===== src/inc/ssem_pkg.sv =====
`default_nettype none
package ssem_pkg;
    // register byte addresses
    localparam logic [4:0] SSEM_ADDR_MODE    = 5'h00;
    localparam logic [4:0] SSEM_ADDR_RATE    = 5'h04;
    localparam logic [4:0] SSEM_ADDR_CTRL    = 5'h08;
    localparam logic [4:0] SSEM_ADDR_TXDATA  = 5'h0c;
    localparam logic [4:0] SSEM_ADDR_STATUS  = 5'h10;
    localparam logic [4:0] SSEM_ADDR_RXDATA  = 5'h14;
    // mode register fields
    localparam int SSEM_MODE_SYNC_BIT   = 7;
    localparam int SSEM_MODE_CHR_BIT    = 6;
    localparam int SSEM_MODE_PAR_BIT    = 5;
    localparam int SSEM_MODE_ODD_BIT    = 4;
    localparam int SSEM_MODE_STOP_BIT   = 3;
    localparam int SSEM_MODE_CKS_LSB    = 0;
    // control register fields
    localparam int SSEM_CTRL_TIE_BIT    = 7;
    localparam int SSEM_CTRL_RIE_BIT    = 6;
    localparam int SSEM_CTRL_TX_BIT     = 5;
    localparam int SSEM_CTRL_RX_BIT     = 4;
    localparam int SSEM_CTRL_RX_FAULT_IRQ_ON_BIT   = 3;
    localparam int SSEM_CTRL_CKE_LSB    = 0;
    // writable masks: upper byte and bit 2 reserved
    localparam logic [15:0] SSEM_MODE_MASK = 16'h00fb;
    localparam logic [15:0] SSEM_CTRL_MASK = 16'h00fb;
    // reset values
    localparam logic [15:0] SSEM_MODE_RESET = 16'h0000;
    localparam logic [15:0] SSEM_CTRL_RESET = 16'h0000;
    localparam logic [7:0]  SSEM_RATE_RESET = 8'hff;
    // status bits
    localparam int SSEM_STAT_TXEMPTY_BIT = 0;
    localparam int SSEM_STAT_RXFULL_BIT  = 1;
    localparam int SSEM_STAT_OVERRUN_BIT = 2;
    localparam int SSEM_STAT_BUSY_BIT    = 3;
    localparam int SSEM_BYTE_BITS        = 8;
    localparam logic [1:0] SSEM_RESP_OKAY   = 2'b00;
    localparam logic [1:0] SSEM_RESP_SLVERR = 2'b10;
endpackage
`default_nettype wire


===== src/hw/ssem_rate_gen.sv =====
`default_nettype none
module ssem_rate_gen
    import ssem_pkg::*;
(
    input  wire logic       aclk,
    input  wire logic       aresetn,
    input  wire logic       run,
    input  wire logic [1:0] prescale_sel,
    input  wire logic [7:0] divisor,
    output logic            tick
);
    logic [5:0] pre_reg;
    logic [5:0] pre_next;
    logic [7:0] cnt_reg;
    logic [7:0] cnt_next;
    logic       tick_reg;
    logic       tick_next;
    logic       pre_hit;

    // prescale 1, 4, 16, 64 of the peripheral clock
    always_comb begin
        case (prescale_sel)
            2'b00:   pre_hit = 1'b1;
            2'b01:   pre_hit = (pre_reg[1:0] == 2'h3);
            2'b10:   pre_hit = (pre_reg[3:0] == 4'hf);
            default: pre_hit = (pre_reg == 6'h3f);
        endcase
        pre_next  = run ? pre_reg + 6'h01 : 6'h00;
        cnt_next  = cnt_reg;
        tick_next = 1'b0;
        if (!run) begin
            cnt_next = 8'h00;
        end else if (pre_hit) begin
            if (cnt_reg >= divisor) begin
                cnt_next  = 8'h00;
                tick_next = 1'b1;
            end else begin
                cnt_next = cnt_reg + 8'h01;
            end
        end
    end

    always_ff @(posedge aclk) begin
        if (!aresetn) begin
            pre_reg  <= 6'h00;
            cnt_reg  <= 8'h00;
            tick_reg <= 1'b0;
        end else begin
            pre_reg  <= pre_next;
            cnt_reg  <= cnt_next;
            tick_reg <= tick_next;
        end
    end

    assign tick = tick_reg;
endmodule
`default_nettype wire


===== src/hw/ssem_top.sv =====
// Notes on behaviour
// - channel shifts both directions, internal clock
// - bytes shift most significant bit first
// - sync mode bit set selects synchronous
// - synchronous characters are always eight bits
// - no parity added or checked
// - parity select and stop ignored
// - reserved mode/control bits read zero
// - clock config 00 internal, pin ignored
// - received byte in receive data 7:0
// - written byte shifts out next
// - prescale field picks divided clock
// - bit-rate register sets serial speed
//
// Implementation choices: the register offsets and the AXI4-Lite interface to the registers.
`default_nettype none
module ssem_top
    import ssem_pkg::*;
(
    input  wire logic        aclk,
    input  wire logic        aresetn,
    input  wire logic [4:0]  s_axi_awaddr,
    input  wire logic        s_axi_awvalid,
    output logic             s_axi_awready,
    input  wire logic [31:0] s_axi_wdata,
    input  wire logic [3:0]  s_axi_wstrb,
    input  wire logic        s_axi_wvalid,
    output logic             s_axi_wready,
    output logic [1:0]       s_axi_bresp,
    output logic             s_axi_bvalid,
    input  wire logic        s_axi_bready,
    input  wire logic [4:0]  s_axi_araddr,
    input  wire logic        s_axi_arvalid,
    output logic             s_axi_arready,
    output logic [31:0]      s_axi_rdata,
    output logic [1:0]       s_axi_rresp,
    output logic             s_axi_rvalid,
    input  wire logic        s_axi_rready,
    input  wire logic        sck_in,
    output logic             sck_out,
    output logic             txd,
    input  wire logic        rxd
);
    typedef enum logic [1:0] {
        SSEM_IDLE = 2'b00,
        SSEM_LOW  = 2'b01,
        SSEM_HIGH = 2'b10
    } ssem_state_t;

    logic [15:0] mode_reg, mode_next;
    logic [15:0] ctrl_reg, ctrl_next;
    logic [7:0]  rate_reg, rate_next;
    logic [7:0]  txbuf_reg, txbuf_next;
    logic        txfull_reg, txfull_next;
    logic [7:0]  rxbuf_reg, rxbuf_next;
    logic        rxfull_reg, rxfull_next;
    logic        ovr_reg, ovr_next;
    ssem_state_t st_reg, st_next;
    logic [7:0]  sh_reg, sh_next;
    logic [7:0]  rsh_reg, rsh_next;
    logic [2:0]  bit_reg, bit_next;
    logic        sck_reg, sck_next;
    logic        txd_reg, txd_next;
    logic        aw_reg, aw_next;
    logic [4:0]  awa_reg, awa_next;
    logic        w_reg, w_next;
    logic [31:0] wd_reg, wd_next;
    logic [3:0]  ws_reg, ws_next;
    logic        bv_reg, bv_next;
    logic [1:0]  br_reg, br_next;
    logic        rv_reg, rv_next;
    logic [31:0] rd_reg, rd_next;
    logic [1:0]  rr_reg, rr_next;
    logic        awrdy_reg, awrdy_next;
    logic        wrdy_reg, wrdy_next;
    logic        ardy_reg, ardy_next;
    logic        tick;
    logic        sync_mode, tx_path_on, rx_path_on, int_clock;
    logic        do_write, do_read, rx_take;

    // sync mode bit, plus internal clock config 00; pin clock unused
    assign sync_mode  = mode_reg[SSEM_MODE_SYNC_BIT];
    assign int_clock  = (ctrl_reg[SSEM_CTRL_CKE_LSB +: 2] == 2'b00);
    assign tx_path_on = ctrl_reg[SSEM_CTRL_TX_BIT];
    assign rx_path_on = ctrl_reg[SSEM_CTRL_RX_BIT];

    ssem_rate_gen i_ssem_rate_gen (
        .aclk         (aclk),
        .aresetn      (aresetn),
        .run          (st_reg != SSEM_IDLE),
        .prescale_sel (mode_reg[SSEM_MODE_CKS_LSB +: 2]),
        .divisor      (rate_reg),
        .tick         (tick)
    );

    function automatic logic [15:0] ssem_merge(input logic [15:0] old, input logic [31:0] d,
                                               input logic [3:0] s, input logic [15:0] m);
        logic [15:0] v;
        v = old;
        if (s[0]) v[7:0] = d[7:0];
        if (s[1]) v[15:8] = d[15:8];
        return v & m;
    endfunction

    assign do_write = aw_reg && w_reg && !bv_reg;
    assign do_read  = s_axi_arvalid && ardy_reg;
    assign rx_take  = do_read && (s_axi_araddr == SSEM_ADDR_RXDATA);

    // bus side
    always_comb begin
        aw_next   = aw_reg;
        awa_next  = awa_reg;
        w_next    = w_reg;
        wd_next   = wd_reg;
        ws_next   = ws_reg;
        bv_next   = bv_reg;
        br_next   = br_reg;
        rv_next   = rv_reg;
        rd_next   = rd_reg;
        rr_next   = rr_reg;
        mode_next = mode_reg;
        ctrl_next = ctrl_reg;
        rate_next = rate_reg;
        if (s_axi_awvalid && awrdy_reg) begin
            aw_next  = 1'b1;
            awa_next = s_axi_awaddr;
        end
        if (s_axi_wvalid && wrdy_reg) begin
            w_next  = 1'b1;
            wd_next = s_axi_wdata;
            ws_next = s_axi_wstrb;
        end
        if (do_write) begin
            aw_next = 1'b0;
            w_next  = 1'b0;
            bv_next = 1'b1;
            br_next = SSEM_RESP_OKAY;
            case (awa_reg)
                SSEM_ADDR_MODE: mode_next = ssem_merge(mode_reg, wd_reg, ws_reg, SSEM_MODE_MASK);
                SSEM_ADDR_CTRL: ctrl_next = ssem_merge(ctrl_reg, wd_reg, ws_reg, SSEM_CTRL_MASK);
                SSEM_ADDR_RATE: if (ws_reg[0]) rate_next = wd_reg[7:0];
                SSEM_ADDR_TXDATA: ;
                default: br_next = SSEM_RESP_SLVERR;
            endcase
        end else if (bv_reg && s_axi_bready) begin
            bv_next = 1'b0;
        end
        if (do_read) begin
            rv_next = 1'b1;
            rr_next = SSEM_RESP_OKAY;
            rd_next = 32'h0000_0000;
            case (s_axi_araddr)
                SSEM_ADDR_MODE:   rd_next = {16'h0000, mode_reg};
                SSEM_ADDR_CTRL:   rd_next = {16'h0000, ctrl_reg};
                SSEM_ADDR_RATE:   rd_next = {24'h000000, rate_reg};
                SSEM_ADDR_STATUS: rd_next = {28'h0000000, st_reg != SSEM_IDLE, ovr_reg, rxfull_reg, !txfull_reg};
                SSEM_ADDR_RXDATA: rd_next = {24'h000000, rxbuf_reg};
                SSEM_ADDR_TXDATA: ;
                default:          rr_next = SSEM_RESP_SLVERR;
            endcase
        end else if (rv_reg && s_axi_rready) begin
            rv_next = 1'b0;
        end
        // ready flags registered; write side stays shut while a response waits
        awrdy_next = !aw_next && !bv_next;
        wrdy_next  = !w_next && !bv_next;
        ardy_next  = !rv_next;
    end

    // shifter side: single byte holding stage, no fifo
    always_comb begin
        txbuf_next  = txbuf_reg;
        txfull_next = txfull_reg;
        rxbuf_next  = rxbuf_reg;
        rxfull_next = rxfull_reg;
        ovr_next    = ovr_reg;
        st_next     = st_reg;
        sh_next     = sh_reg;
        rsh_next    = rsh_reg;
        bit_next    = bit_reg;
        sck_next    = sck_reg;
        txd_next    = txd_reg;
        if (rx_take) begin
            rxfull_next = 1'b0;
            ovr_next    = 1'b0;
        end
        if (!tx_path_on || !sync_mode || !int_clock) begin
            // stop clean, clock idles high; txd keeps its last bit
            st_next  = SSEM_IDLE;
            sck_next = 1'b1;
        end else begin
            case (st_reg)
                SSEM_IDLE: begin
                    sck_next = 1'b1;
                    if (txfull_reg) begin
                        sh_next     = txbuf_reg;
                        txfull_next = 1'b0;
                        bit_next    = 3'h0;
                        st_next     = SSEM_LOW;
                    end
                end
                SSEM_LOW: if (tick) begin
                    // falling edge: drive next bit, msb first; parity never added
                    sck_next = 1'b0;
                    txd_next = sh_reg[SSEM_BYTE_BITS-1];
                    sh_next  = {sh_reg[6:0], 1'b0};
                    st_next  = SSEM_HIGH;
                end
                SSEM_HIGH: if (tick) begin
                    sck_next = 1'b1;
                    rsh_next = {rsh_reg[6:0], rxd};
                    bit_next = bit_reg + 3'h1;
                    // fixed eight bits, length/parity/stop settings unused
                    if (bit_reg == 3'h7) begin
                        st_next = SSEM_IDLE;
                        if (rx_path_on) begin
                            rxbuf_next  = {rsh_reg[6:0], rxd};
                            rxfull_next = 1'b1;
                            ovr_next    = ovr_next | (rxfull_reg && !rx_take);
                        end
                    end else begin
                        st_next = SSEM_LOW;
                    end
                end
                default: st_next = SSEM_IDLE;
            endcase
        end
        // after the take, so a write landing on it is not lost
        if (do_write && awa_reg == SSEM_ADDR_TXDATA && ws_reg[0]) begin
            txbuf_next  = wd_reg[7:0];
            txfull_next = 1'b1;
        end
    end

    always_ff @(posedge aclk) begin
        if (!aresetn) begin
            mode_reg   <= SSEM_MODE_RESET;
            ctrl_reg   <= SSEM_CTRL_RESET;
            rate_reg   <= SSEM_RATE_RESET;
            txbuf_reg  <= 8'h00;
            txfull_reg <= 1'b0;
            rxbuf_reg  <= 8'h00;
            rxfull_reg <= 1'b0;
            ovr_reg    <= 1'b0;
            st_reg     <= SSEM_IDLE;
            sh_reg     <= 8'h00;
            rsh_reg    <= 8'h00;
            bit_reg    <= 3'h0;
            sck_reg    <= 1'b1;
            txd_reg    <= 1'b1;
            aw_reg     <= 1'b0;
            awa_reg    <= 5'h00;
            w_reg      <= 1'b0;
            wd_reg     <= 32'h0000_0000;
            ws_reg     <= 4'h0;
            bv_reg     <= 1'b0;
            br_reg     <= 2'b00;
            rv_reg     <= 1'b0;
            rd_reg     <= 32'h0000_0000;
            rr_reg     <= 2'b00;
            awrdy_reg  <= 1'b1;
            wrdy_reg   <= 1'b1;
            ardy_reg   <= 1'b1;
        end else begin
            mode_reg   <= mode_next;
            ctrl_reg   <= ctrl_next;
            rate_reg   <= rate_next;
            txbuf_reg  <= txbuf_next;
            txfull_reg <= txfull_next;
            rxbuf_reg  <= rxbuf_next;
            rxfull_reg <= rxfull_next;
            ovr_reg    <= ovr_next;
            st_reg     <= st_next;
            sh_reg     <= sh_next;
            rsh_reg    <= rsh_next;
            bit_reg    <= bit_next;
            sck_reg    <= sck_next;
            txd_reg    <= txd_next;
            aw_reg     <= aw_next;
            awa_reg    <= awa_next;
            w_reg      <= w_next;
            wd_reg     <= wd_next;
            ws_reg     <= ws_next;
            bv_reg     <= bv_next;
            br_reg     <= br_next;
            rv_reg     <= rv_next;
            rd_reg     <= rd_next;
            rr_reg     <= rr_next;
            awrdy_reg  <= awrdy_next;
            wrdy_reg   <= wrdy_next;
            ardy_reg   <= ardy_next;
        end
    end

    // sck_in is never looked at: only internal clock is supported
    assign s_axi_awready = awrdy_reg;
    assign s_axi_wready  = wrdy_reg;
    assign s_axi_bvalid  = bv_reg;
    assign s_axi_bresp   = br_reg;
    assign s_axi_arready = ardy_reg;
    assign s_axi_rvalid  = rv_reg;
    assign s_axi_rdata   = rd_reg;
    assign s_axi_rresp   = rr_reg;
    assign sck_out       = sck_reg;
    assign txd           = txd_reg;
endmodule
`default_nettype wire


===== config.mk =====
export PLATFORM = sky130hd
export DESIGN_NAME = ssem_top
export DESIGN_NICKNAME = d
export VERILOG_FILES = /design/src/inc/ssem_pkg.sv /design/src/hw/ssem_rate_gen.sv /design/src/hw/ssem_top.sv
export SDC_FILE = /design/constraint.sdc
export NUM_CORES = 1
export LEC_CHECK = 0
export BUFFER_PORTS_ARGS = -buffer_cell sky130_fd_sc_hd__buf_2
export CORE_UTILIZATION = 59
export CTS_CLUSTER_SIZE = 30
export DETAILED_ROUTE_END_ITERATION = 7
export PLACE_DENSITY = 0.93
export SYNTH_ARGS = -nofsm -noshare
export SYNTH_HDL_FRONTEND = slang
export SYNTH_HIERARCHICAL = 1
export SYNTH_SLANG_ARGS = --single-unit

===== constraint.sdc =====
create_clock -name aclk -period 2.6 [get_ports aclk]
set_input_delay 0.39 -clock aclk [delete_from_list [all_inputs] [get_ports aclk]]
set_output_delay 0.39 -clock aclk [all_outputs]
set_load 0.005 [all_outputs]

## After elaboration in Yosys (flattened, before gate mapping)

Cells that the tools add are included.

| storage, ports and cells | value |
|---|---|
| flip-flop bits (word level) | 135 |
| bits in latches | 0 |
| bits in writable memories | 0 |
| memory bits (read-only) | 0 |
| output and inout bits | 43 |
| logic and storage cells | 151 |
| memories kept | 0 |

| operators by class | value |
|---|---|
| add/subtract/negate cells | 3 |
| $mul | 0 |
| div/mod/pow operators | 0 |
| order comparisons | 1 |
| equality and inequality tests | 20 |
| shifts and indexed selects | 0 |
| multiplexer cells | 43 |
| bitwise gates (word level) | 3 |
| reduce and logical (&&, ||, !) cells | 51 |

Operators by type and width:

| operator | count |
|---|---|
| $pmux W8 S5 | 1 |
| $mux W1 | 27 |
| $mux W8 | 3 |
| $reduce_and A3 Y1 | 8 |
| $eq A5 B4 Y1 const B | 4 |
| $pmux W8 S2 | 1 |
| $logic_and A1 B1 Y1 | 13 |
| $eq A5 B3 Y1 const B | 2 |
| $eq A5 B5 Y1 const B | 2 |
| $logic_not A1 Y1 | 10 |
| $logic_not A5 Y1 | 2 |
| $mux W2 | 5 |
| $add A8 B1 Y8 const B | 1 |
| $ge A8 B8 Y1 | 1 |
| $reduce_and A4 Y1 | 2 |
| $reduce_bool A2 Y1 | 4 |
| $add A6 B1 Y6 const B | 1 |
| $eq A2 B2 Y1 const B | 3 |
| $eq A6 B6 Y1 const B | 1 |
| $logic_not A2 Y1 | 3 |
| $mux W3 | 2 |
| $ne A2 B1 Y1 const B | 3 |
| $pmux W1 S3 | 2 |
| $pmux W2 S3 | 1 |
| other kinds (15) | 19 |

## Logic depth before layout (Yosys ltp)

| logic depth | value |
|---|---|
| word-level depth | 10 |
| mapped depth | 8 |
| depth with buffers taken out | 7 |

## Cells and area by module

Netlist, hierarchy kept.

By module, submodules not included:

| module | instances | cells each | area each (um^2) | sequential area each (um^2) |
|---|---|---|---|---|
| ssem_top | 1 | 455 | 4,056.4 | 1,881.8 |
| ssem_rate_gen | 1 | 108 | 904.6 | 300.3 |

## Worst setup path before layout

OpenSTA, ideal clock, no wires.

| path | value |
|---|---|
| kind | register to register |
| start point | reg rate_reg[2] |
| end point | reg i_ssem_rate_gen.cnt_reg[2] |
| setup time | 0.074 ns |
| data arrival time | 1.684 ns |
| required time | 2.526 ns |
| path slack | 0.842 ns |
| cell stages (with the launch flop) | 9 |
| buffers on the path | 1 |
| cells stage by stage | dfxtp_1 -> inv_1 -> ha_1 -> or4_1 -> a21oi_2 -> o31a_4 -> buf_12 -> nand3b_1 -> a31oi_1 |

| on the way | value |
|---|---|
| word-level cells in the longest chain between the ends | 2 |

RTL lines:

| element | RTL line | RTL |
|---|---|---|
| start, declared | ssem_top.sv:52 | `logic [7:0] rate_reg, rate_next;` |
| start signal, assigned | ssem_top.sv:267 | `rate_reg <= rate_next;` |
| $ge A8 B8 Y1 | ssem_rate_gen.sv:34 | `if (cnt_reg >= divisor) begin` |
| $mux W8 | ssem_rate_gen.sv:34 |  |
| end signal, assigned | ssem_rate_gen.sv:50 | `cnt_reg <= cnt_next;` |
| end, declared | ssem_rate_gen.sv:14 | `logic [7:0] cnt_reg;` |

No other way between the ends.
A chain may end at the register's enable or synchronous reset.

## Worst setup path in the final report

| path | value |
|---|---|
| start point | reg awa_reg[0] |
| end point | reg mode_reg[5] |

| on the way | value |
|---|---|
| word-level cells in the longest chain between the ends | 2 |

RTL lines:

| element | RTL line | RTL |
|---|---|---|
| start, declared | ssem_top.sv:65 | `logic [4:0] awa_reg, awa_next;` |
| start signal, assigned | ssem_top.sv:280 | `awa_reg <= awa_next;` |
| $logic_not A5 Y1 | ssem_top.sv:138 | `case (awa_reg)` |
| $reduce_and A3 Y1 (no line) | -- |  |
| end signal, assigned | ssem_top.sv:265 | `mode_reg <= mode_next;` |
| end, declared | ssem_top.sv:50 | `logic [15:0] mode_reg, mode_next;` |

No other way between the ends.

==> flow_summary.toml <==
[power]
power_density_mw_per_mm2 = 547
peakVddDrop_mv = 0.270
finalPower_uw = 2890
total_leakage_power_uw = 0.00209

[worst_hold_path]
hp-start = "s_axi_wdata[7]"
min_path_cells = 3
hold_path_class = "in -> reg"
whs_endpoint = "wd_reg[7]$_SDFFE_PN0P_"

[timing]
rsz0062_at_grt = "no"
period_share_pct = 82.4
fin_skew_ps = 17.7
relSlewSlack_pct = 39.4
min_period_ps = 2140
fmax_ghz = 0.467
worstMarginPinSlew_ps = 904
setup_viol = 0
slew_viol_final = 0
tns_ps = 0
final-hold-violation-count = 0

[cells_and_area]
antenna_cells = 0
final_cells = 700
drive_gt1_share_pct = 14.6
fillCellCount = 636
syn2layout_area_growth_pct = 6.36
final_area_mm2 = 0.00528
finalNetCount = 657

[worst_setup_path]
arrival_ps = 2370
crit_fanout = 14
rr_worst_depth = 4
reg2reg_to = "mode_reg[5]$_SDFFE_PN0P_"
critPathCaptureType = "register"
r2r_setup_slack_ps = 460
critPathKind = "reg -> reg"
r2r-start = "awa_reg[0]$_SDFFE_PN0P_"
critPathLaunchType = "register"
crit_required_ps = 2820

[global_routing]
grt_max_degree = 46
antenna_found_initial = 0
grt_first_pass_wirelength_mm = 17.4
grt_pass1_vias = 3667
grt_overflow = 0
track_usage_pct = 25.6

[placed_design]
place_inst = 684
gp_congestion = 0.859
io_buffers = 43
postPlaceCellArea_mm2 = 0.00509
dp_hpwl_mm = 7.49

[clock_network]
ctsHtreeMaxLevel = 3
clkTransAtPathRegs_ps = 120
worstSkewPairLatency_ps = 380
ctsHoldBuffers = 0
post_cts_resized = 0
cts_tree = "done"
cts_sinks = 109
clk_path_buf_depth = 2
cts_buffers = 9
postCtsSetupRepairBufs = 0
cts-root-buf = "clkbuf_8"

[die]
die-area_mm2 = 0.00878
ios = 98
rows = 33
die_width_um = 93.7
dieHeight_um = 93.7
core-area_mm2 = 0.00818
floorplan.initialDensity_pct = 60.7

[synthesis]
synth.top_cell.area_share_pct = 44.0
netlist_area_mm2 = 0.00496
synthArstFlopShare_pct = 0
synthTopCellsByArea = "dfxtp_1 (44%), mux2i_1 (7.9%), nand2_1 (6.6%), buf_4 (4.2%), nand3_1 (4.1%)"
yosys.cell_types.count = 59
synth_common_cells = "dfxtp_1 (109), nand2_1 (87), nor2_1 (45), nand3_1 (41), mux2i_1 (39)"
synth-edff-count = 0
syn_avg_cell_area_um2 = 8.81
yosysMostFrequentCell = "dfxtp_1"
yosysTopAreaCell = "dfxtp_1"
synth-seq-area-share_pct = 44.0
yosys_register_bits = 109
ys.flop_type = "dfxtp_1"
synth_warnings = 6
syn_inst = 563

[job]
maxCapViolations = 0

[drt]
drc = 0
drtAntennaViolNets = 0
routedWlPerCell_um = 15.2
num_vias = 4086
viasPerCell = 5.84
first_pass_iters = 5
drt_iter0_drc = 433
wl_mm = 10.7

[status]
status = "complete, no violations"
==> worst max path at each step <==
stage | to | cells after the start | from | slack (ps)
final | mode_reg[5]$_SDFFE_PN0P_ | 4 | awa_reg[0]$_SDFFE_PN0P_ | 460
after global routing | mode_reg[5]$_SDFFE_PN0P_ | 4 | awa_reg[0]$_SDFFE_PN0P_ | 380
after CTS | mode_reg[5]$_SDFFE_PN0P_ | 4 | awa_reg[0]$_SDFFE_PN0P_ | 540
after detailed placement | rxbuf_reg[0]$_SDFFE_PN0P_ | 4 | ctrl_reg[0]$_SDFFE_PN0P_ | 580
after global placement | rxbuf_reg[0]$_SDFFE_PN0P_ | 4 | ctrl_reg[0]$_SDFFE_PN0P_ | 670
after floorplan | i_ssem_rate_gen/cnt_reg[2]$_SDFFE_PN0P_ | 8 | rate_reg[2]$_SDFFE_PN1P_ | 840
==> placed cells by master, fill, tap and decap left out, types with 3 or more instances in the layout <==
cell type / Yosys / layout
dfxtp_1: 109 / 109
nand2_1: 87 / 87
nor2_1: 45 / 45
buf_2: 7 / 43
nand3_1: 41 / 41
mux2i_1: 39 / 39
a21oi_1: 27 / 27
conb_1: 1 / 26
o21ai_0: 22 / 22
inv_1: 16 / 16
ha_1: 12 / 12
a31oi_1: 9 / 9
o21ai_2: 9 / 9
clkbuf_8: 0 / 9
nor3_1: 8 / 8
a211oi_1: 8 / 8
a22oi_1: 7 / 7
and2_1: 6 / 6
nand2b_1: 4 / 4
and3_1: 4 / 4
buf_4: 28 / 4
or4_1: 3 / 3
nand4_1: 3 / 3
mux4_2: 3 / 3
clkinvlp_4: 0 / 3
inv_8: 0 / 3
nand3_2: 3 / 3
==> power breakdown <==
group	leakage (µW)	internal, µW	switching, µW
clock network	0.0000878	372	623
registers	0.000882	1700	22.4
logic	0.00112	58.8	114
total	0.00209	2130	759
==> cell type report <==
type | instances | area, µm² | share of cell area [%]
Clock inverter | 7 | 65.1 | 1.23
Sequential cell | 109 | 2180 | 41.4
Tap cell | 105 | 131 | 2.49
Multi-Input combinational cell | 405 | 2440 | 46.3
Clock buffer | 9 | 124 | 2.35
Inverter | 17 | 63.8 | 1.21
Timing Repair Buffer | 48 | 265 | 5.03
==> routing by layer <==
metal	part of all wire (%)	global-route usage, %	vias up
met2	48	41.8	215
met1	41	32.8	1889
li1	-	-	1957
met5	0	0	-
met4	2.7	10.4	0
met3	8.1	5.34	25
==> per-stage QoR <==
step | util [%] | hold WS [ps] | setup WS (ps)
2_1_floorplan | - | 413 | 842
5_1_grt | 64.5 | 234 | 378
3_3_place_gp | 62.2 | 422 | 670
4_1_cts | 64.5 | 229 | 545
3_5_place_dp | 62.2 | 433 | 583
6_report | 64.5 | 234 | 456
==> cells by family after synthesis <==
| kind of cell | count (synthesis) | synth area share, % |
|---|---|---|
| xor+xnor | 4 | 0.706 |
| flops | 109 | 44.0 |
| other cells | 1 | 0.0756 |
| buf+inv | 74 | 8.63 |
| compound gates | 101 | 13.3 |
| simple gates | 220 | 21.0 |
| mux | 42 | 9.23 |
| fa+ha+maj | 12 | 3.03 |
==> critical path, cell delays in order (launching register included) <==
cell and delay (ps):
dfxtp_1 330, nor3_1 520, nand4_1 660, nand3_1 320
o21ai_0 160
Note: power is estimated with default switching activity, not from simulation.
